<file path="src/logic/ictl_pkg.sv">
/*
 * Package for the interrupt control and trap status block: register
 * offsets, field positions, reset values and the bus carrier structs.
 * Assumes a 32-bit AXI4-Lite register bus and one 50 MHz clock.
 */
package ictl_pkg;

    localparam int unsigned CLK_HZ = 50_000_000;

    localparam logic [11:0] OFF_CTL_ONE   = 12'h000;
    localparam logic [11:0] OFF_CTL_TWO   = 12'h004;
    localparam logic [11:0] OFF_IRQ_STAT  = 12'h008;
    localparam logic [11:0] OFF_IRQ_MASK  = 12'h00c;
    localparam logic [11:0] OFF_CPU_PRIO  = 12'h010;

    localparam int BIT_NEST_DIS  = 15;
    localparam int BIT_ARITH     = 4;
    localparam int BIT_ADDR      = 3;
    localparam int BIT_STACK     = 2;
    localparam int BIT_OSC       = 1;
    localparam int BIT_ALT_VEC   = 15;
    localparam int BIT_DISABLE_INSTR_ACTIVE      = 14;

    localparam logic [15:0] CTL_ONE_MASK  = 16'h801e;
    localparam logic [15:0] CTL_TWO_WMASK = 16'h8007;
    localparam logic [15:0] CTL_ONE_RST   = 16'h0000;
    localparam logic [15:0] CTL_TWO_RST   = 16'h0000;
    localparam logic [3:0]  PRIO_RST      = 4'h0;
    localparam logic [1:0]  RESP_OKAY     = 2'b00;
    localparam logic [1:0]  RESP_SLVERR   = 2'b10;

    typedef struct packed {
        logic [3:0] osc_arith_addr_stack;
    } ictl_trap_s;

    typedef struct packed {
        logic        awvalid;
        logic [11:0] awaddr;
        logic        wvalid;
        logic [31:0] wdata;
        logic [3:0]  wstrb;
        logic        bready;
        logic        arvalid;
        logic [11:0] araddr;
        logic        rready;
    } ictl_axi_req_s;

    typedef struct packed {
        logic        awready;
        logic        wready;
        logic        bvalid;
        logic [1:0]  bresp;
        logic        arready;
        logic        rvalid;
        logic [31:0] rdata;
        logic [1:0]  rresp;
    } ictl_axi_rsp_s;

endpackage : ictl_pkg

</file>
<file path="src/logic/ictl_top.sv">
/*
 * Interrupt control and trap status registers with AXI4-Lite access,
 * external edge detection, priority level store and interrupt output.
 * Assumes trap pulses, pin levels and countdown status are synchronous.
 */
`timescale 1ns/1ps

module ictl_top (
    input  wire logic                   clk,
    input  wire logic                   rst,
    input  wire ictl_pkg::ictl_axi_req_s axi_req,
    output ictl_pkg::ictl_axi_rsp_s      axi_rsp,
    input  wire logic                   trap_arith,
    input  wire logic                   trap_addr,
    input  wire logic                   trap_stack,
    input  wire logic                   trap_osc,
    input  wire logic                   disable_instr_active_countdown,
    input  wire logic [2:0]             ext_irq_pin,
    output logic                        nesting_disable,
    output logic                        alt_vector_select,
    output logic [3:0]                  cpu_priority_level,
    output logic [2:0]                  ext_irq_req,
    output logic                        irq
);
    import ictl_pkg::*;

    typedef struct packed {
        ictl_axi_rsp_s rsp;
        logic          aw_held;
        logic [11:0]   aw_addr;
        logic          w_held;
        logic [31:0]   w_data;
        logic [3:0]    w_strb;
        logic [15:0]   ctl_one;
        logic [15:0]   ctl_two;
        logic [3:0]    prio;
        logic [2:0]    pin_d;
        logic [2:0]    ext_req;
        logic [6:0]    stat;
        logic [6:0]    mask;
        logic          irq;
    } ictl_state_s;

    ictl_state_s st;
    ictl_state_s next_st;

    function automatic logic [15:0] merge16(input logic [15:0] old_v,
                                            input logic [31:0] wd,
                                            input logic [3:0]  be);
        merge16 = old_v;
        if (be[0]) merge16[7:0]  = wd[7:0];
        if (be[1]) merge16[15:8] = wd[15:8];
    endfunction : merge16

    function automatic logic known_addr(input logic [11:0] a);
        known_addr = (a == OFF_CTL_ONE) || (a == OFF_CTL_TWO) || (a == OFF_IRQ_STAT)
                  || (a == OFF_IRQ_MASK) || (a == OFF_CPU_PRIO);
    endfunction : known_addr

    logic [3:0]  trap_vec;
    logic [2:0]  edge_hit;
    logic        do_write;
    logic [15:0] wv;
    logic [15:0] rd_val;

    assign trap_vec = {trap_arith, trap_addr, trap_stack, trap_osc};

    always_comb
    begin
        next_st  = st;
        edge_hit = 3'b000;
        wv       = 16'h0000;
        rd_val   = 16'h0000;
        do_write = 1'b0;

        // Hold address and data until both arrive
        if (axi_req.awvalid && st.rsp.awready)
        begin
            next_st.aw_held = 1'b1;
            next_st.aw_addr = {axi_req.awaddr[11:2], 2'b00};
        end
        if (axi_req.wvalid && st.rsp.wready)
        begin
            next_st.w_held = 1'b1;
            next_st.w_data = axi_req.wdata;
            next_st.w_strb = axi_req.wstrb;
        end
        next_st.rsp.awready = !next_st.aw_held && !st.rsp.bvalid;
        next_st.rsp.wready  = !next_st.w_held && !st.rsp.bvalid;

        if (st.aw_held && st.w_held && !st.rsp.bvalid)
        begin
            do_write            = 1'b1;
            next_st.aw_held     = 1'b0;
            next_st.w_held      = 1'b0;
            next_st.rsp.bvalid  = 1'b1;
            next_st.rsp.bresp   = known_addr(st.aw_addr) ? RESP_OKAY : RESP_SLVERR;
            next_st.rsp.awready = 1'b0;
            next_st.rsp.wready  = 1'b0;
        end
        if (st.rsp.bvalid && axi_req.bready)
        begin
            next_st.rsp.bvalid  = 1'b0;
            next_st.rsp.awready = 1'b1;
            next_st.rsp.wready  = 1'b1;
        end

        if (do_write)
        begin
            unique case (st.aw_addr)
                OFF_CTL_ONE:
                begin
                    wv = merge16(st.ctl_one, st.w_data, st.w_strb);
                    next_st.ctl_one = wv & CTL_ONE_MASK;
                end
                OFF_CTL_TWO:
                begin
                    wv = merge16(st.ctl_two, st.w_data, st.w_strb);
                    next_st.ctl_two = wv & CTL_TWO_WMASK;
                end
                OFF_IRQ_STAT:
                begin
                    if (st.w_strb[0])
                        next_st.stat = st.stat & ~st.w_data[6:0];
                end
                OFF_IRQ_MASK:
                begin
                    if (st.w_strb[0])
                        next_st.mask = st.w_data[6:0];
                end
                OFF_CPU_PRIO:
                begin
                    if (st.w_strb[0] && !st.ctl_one[BIT_NEST_DIS])
                        next_st.prio = st.w_data[3:0];
                end
                default:
                begin
                    wv = 16'h0000;
                end
            endcase
        end

        next_st.ctl_one[BIT_ARITH:BIT_OSC] = next_st.ctl_one[BIT_ARITH:BIT_OSC] | trap_vec;

        next_st.ctl_two[BIT_DISABLE_INSTR_ACTIVE] = disable_instr_active_countdown;

        for (int i = 0; i < 3; i++)
        begin
            edge_hit[i] = st.ctl_two[i] ? (st.pin_d[i] && !ext_irq_pin[i])
                                        : (!st.pin_d[i] && ext_irq_pin[i]);
        end
        next_st.pin_d   = ext_irq_pin;
        next_st.ext_req = edge_hit;

        // Events: traps low four, edges high three; set wins
        next_st.stat = next_st.stat | {edge_hit, trap_vec};
        next_st.irq  = |(next_st.stat & next_st.mask);

        // Read channel
        if (st.rsp.rvalid && axi_req.rready)
        begin
            next_st.rsp.rvalid  = 1'b0;
            next_st.rsp.arready = 1'b1;
        end
        if (axi_req.arvalid && st.rsp.arready)
        begin
            unique case ({axi_req.araddr[11:2], 2'b00})
                OFF_CTL_ONE:  rd_val = st.ctl_one;
                OFF_CTL_TWO:  rd_val = st.ctl_two;
                OFF_IRQ_STAT: rd_val = {9'h000, st.stat};
                OFF_IRQ_MASK: rd_val = {9'h000, st.mask};
                OFF_CPU_PRIO: rd_val = {12'h000, st.prio};
                default:      rd_val = 16'h0000;
            endcase
            next_st.rsp.rvalid  = 1'b1;
            next_st.rsp.arready = 1'b0;
            next_st.rsp.rdata   = {16'h0000, rd_val};
            next_st.rsp.rresp   = known_addr({axi_req.araddr[11:2], 2'b00})
                                  ? RESP_OKAY : RESP_SLVERR;
        end
    end

    always_ff @(posedge clk or posedge rst)
    begin
        if (rst)
        begin
            st             <= '0;
            st.rsp.awready <= 1'b1;
            st.rsp.wready  <= 1'b1;
            st.rsp.arready <= 1'b1;
            st.ctl_one     <= CTL_ONE_RST;
            st.ctl_two     <= CTL_TWO_RST;
            st.prio        <= PRIO_RST;
        end
        else
        begin
            st <= next_st;
        end
    end

    assign axi_rsp            = st.rsp;
    assign nesting_disable    = st.ctl_one[BIT_NEST_DIS];
    assign alt_vector_select  = st.ctl_two[BIT_ALT_VEC];
    assign cpu_priority_level = st.prio;
    assign ext_irq_req        = st.ext_req;
    assign irq                = st.irq;
endmodule : ictl_top

</file>
<file path="config.mk">
export PLATFORM = sky130hd
export DESIGN_NAME = ictl_top
export DESIGN_NICKNAME = d
export VERILOG_FILES = /design/src/logic/ictl_pkg.sv /design/src/logic/ictl_top.sv
export SDC_FILE = /design/constraint.sdc
export NUM_CORES = 1
export LEC_CHECK = 0
export BUFFER_PORTS_ARGS = -buffer_cell sky130_fd_sc_hd__buf_4
export CAP_MARGIN = 30
export CORE_UTILIZATION = 35
export DETAILED_ROUTE_END_ITERATION = 10
export SYNTH_ARGS = -nofsm -noshare
export SYNTH_HDL_FRONTEND = slang
export SYNTH_SLANG_ARGS = --single-unit
</file>
<file path="constraint.sdc">
create_clock -name clk -period 4.22 [get_ports clk]
set_input_delay 0.422 -clock clk [delete_from_list [all_inputs] [get_ports clk]]
set_output_delay 0.422 -clock clk [all_outputs]
set_load 0.02 [all_outputs]
</file>
### Word level (Yosys, flattened, before mapping)

Index checks and enable logic that the tools add are counted.

* add/subtract/negate cells: 0
* mux-type cells: 28
* shift-type cells: 0
* bitwise logic cells: 5
* equal/unequal tests: 8
* reductions and logical operators: 43
* div/mod/pow operators: 0
* multiply operators: 0
* order comparisons: 0

Operators with widths (number)
* $pmux 16 s5: 1
* $eq 10x2->1 const B: 4
* $mux 37: 1
* $mux 36: 1
* $mux 7: 4
* $mux 25: 1
* $eq 10x1->1 const B: 2
* $eq 10x3->1 const B: 2
* $logic_and 1x1->1: 16
* $mux 16: 1
* $mux 5: 3
* $and 7x7->7: 2
* $mux 14: 1
* $mux 13: 1
* $logic_not 12->1: 1
* $reduce_and 3->1: 4
* $logic_not 1->1: 10
* $logic_not 10->1: 1
* $logic_or 1x1->1: 8
* $mux 4: 2
* $mux 8: 1
* $not 7->7: 1
* $or 7x7->7: 1
* $reduce_or 7->1: 1
* other kinds (5): 14

* RAM bits: 0
* memories kept: 0
* word-level logic and storage cells: 108
* bits in registers: 108
* bits in latches: 0
* bits in read-only memories: 0
* output and inout bits: 51

### Depth between registers and ports, before layout

* word-level depth: 8
* gate-level depth with buffers: 8
* mapped depth without buffers: 6

### Least setup slack after synthesis

Ideal clock, no wire load.

* kind: register to register
* start: register st[101] (netlist name)
* end: register st (netlist bit irq)
* setup slack: 1819 ps
* arrival time: 2262 ps
* data required time: 4081 ps
* cell stages (with the launch flop): 8
* library setup time: 139 ps
* path through: dfrtp_1 -> nor4_4 -> and4_1 -> buf_4 -> nand2_2 -> a21o_1 -> a2111o_1 -> or4_1

RTL lines
* start, declared: RTL line ictl_top.sv:44 `ictl_state_s st;`
* start signal, assigned: RTL line ictl_top.sv:197 `st <= next_st;`

==> results.toml <==
[cells_and_area]
nets = 461
fin_area_um2 = 4230
syn_to_final_growth_pct = 15.4
n_fill_cell = 990
drive_gt1_share_pct = 33.2
multi_input_area_um2 = 1480
regArea_um2 = 1830
n_antenna_cell = 0

[cts]
cts_tree = "done"
clock_sinks = 73
worstSkewPairLatency_ps = 340
cts_hold_buf = 0
cts_resized = 0
clockRootBuffer = "clkbuf_8"
cts_buffers = 9
cts_setup_buffers = 0
clkTransAtPathRegs_ps = 80
htreeDepth = 3
cts_buffer_depth = 2

[worst_hold_path]
hold_path_class = "in -> async"

[logic_synthesis]
syn_avg_cell_area_um2 = 10.8
synth_top_area_share_pct = 47.8
synthArstFlopShare_pct = 100
synth_sequential_area_ratio_pct = 49.9
synth-seq-cells = 73
syn_area_um2 = 3660
ys.flop_type = "dfrtp_1"
synth.area.top_cells = "dfrtp_1 48%, mux2_2 11%, buf_4 10%"
synth_edf_count = 0
yosysMostFrequentCell = "dfrtp_1"
syn_inst = 338
synth_top_area_cell = "dfrtp_1"
yosys_warnings = 0
ys_types = 45
synthTopCellsByCount = "70 x dfrtp_1, 49 x buf_4, 36 x mux2_2, 31 x nand2_1, 22 x o21ai_0"

[floorplanning]
rows = 36
core_area_um2 = 9950
die_x_um = 104
start_util_pct = 36.8
die-area_um2 = 10900
dieHeight_um = 104
pin_count = 126

[route]
wl_per_cell_um = 14.1
dr.pass1.iters = 4
drt_iter0_drc = 90
ant_nets = 0
remaining_drc_errors = 0
viasPerCell = 4.78
finalWirelength_um = 7380
vias = 2504

[power_and_ir_drop]
power_density_nw_per_um2 = 467
max-vdd-ir-drop_v = 0.000384
p_leak_nw = 1.90

[sta]
drv_slew = 0
fin_crit_sh_pct = 69.9
max_slew_margin_pct = 40.0
rsz0062_at_grt = "no"
layout_setup_ws_ps = 1270
worst_pin_slew_ps = 892
clock.fmax_mhz = 339
period_minus_slack_ps = 2950
finClkSkew_ps = 10.3
tns_ps = 0
setup_viol = 0
hold_viol = 0

[worst_setup_path]
cp.arrival_ps = 3150
startpoint_type = "flip-flop"
cp.required_ps = 4420
critPathBufInv = 0
worstPathCellList = "nor4_4 -> nand4_1 -> mux2_2 -> a2111o_1 -> or4_1"
slowest_delay_ps = 530
slowest_stage = "or4_1"
endpoint_kind = "flip-flop"
path_class = "reg -> reg"
cp_top_family = "simple AND/OR/NAND/NOR gates"
path_max_fanout = 11

[grt]
groute.usage.overall_pct = 14.5
grt_pass1_vias = 2414
antenna_found_initial = 0
gr-total-overflow = 0
grt_pass1_wl_um = 12300
grt_max_degree = 44

[run]
max_cap_viol_count = 0

[placement]
io_buffer_count = 70
place_area_um2 = 4060
routabilityCongestion = 0.753
dp_slack_ps = 1300
dp_hpwl_um = 5510

[status]
outcome = "complete, no violations"
final timing paths:
kind                       cells after the start                           start  slack (ps)             end
max                                            5                         st[101]        1270             irq
min                                            2                             rst         170  ext_irq_req[2]
max reg2reg                                    5                         st[101]        1270             irq
min reg2reg                                    2                      axi_rsp[7]         480      axi_rsp[7]
max in group asynchronous                      3                             rst        3060          st[76]
min in group clk                               1  disable_instr_active_countdown         180          st[39]
stage by stage:
| stage | power [mW] | instances | utilization (%) | hold slack [ps] |
|---|---|---|---|---|
| finish | 1.97 | 524 | 42.5 | 170 |
| global route | 2.09 | 524 | 42.5 | 157 |
| CTS | 2.00 | 524 | 42.5 | 164 |
| detailed placement | 1.51 | 508 | 40.7 | 472 |
| global placement | 1.49 | 508 | 40.7 | 465 |
| floorplan | 1.39 | 362 | - | 444 |
placed cells by master (no fill, tap or decap), types with 3 or more instances in the layout:
cell type  count
a31oi_1        3
a21o_1         6
inv_1          8
nand2b_1       9
mux2_2        36
dfrtp_1       70
clkinv_2       3
o22ai_1        5
nor2b_1        4
clkbuf_8      11
nor4_1         5
conb_1        25
nand4_1        4
o21ai_0       22
nor3_1         6
a211o_1        3
dfstp_2        3
a21oi_1        4
nand3b_1       3
buf_4         72
nand2_1       31
nor2_1        12
nand3_1        5
mux2i_1       11
power by group:
group	internal [mW]	switching [mW]	total, mW	leakage [nW]
Combinational	0.238	0.227	0.465	0.930
Clock	0.243	0.241	0.485	0.0932
Sequential	0.850	0.173	1.02	0.882
per-layer routing:
layer  vias up  share of wire, %  GRT usage (%)  routed length, um
met1      1202                48           19.5               3520
met4         0              0.75           4.29                 55
met2        82                46           22.0               3370
met5         -                 0              0                  0
li1       1214                 -              -                  -
met3         6               5.8           4.82                430
final cells by class:
class / instances / area share, %
Inverter: 9 / 0.799
Clock buffer: 13 / 3.76
Timing Repair Buffer: 72 / 12.8
Clock inverter: 3 / 0.355
Tap cell: 133 / 3.93
Sequential cell: 73 / 43.3
Multi-Input combinational cell: 221 / 35.1
kinds of logic after synthesis:
logic type             synth area share [%]
AO/OA/AOI/OAI                          9.39
buffers and inverters                  12.0
flip-flops                             49.9
multiplexers                           14.1
other                                 0.102
AND/OR/NAND/NOR                        14.5
state kept, by name (all words and copies together) (netlist names):
register            flops
cpu_priority_level      4
axi_rsp                16
st                     47
irq                     1
nesting_disable         1
ext_irq_req             3
alt_vector_select       1
Note: power is estimated with default switching activity, not from simulation.
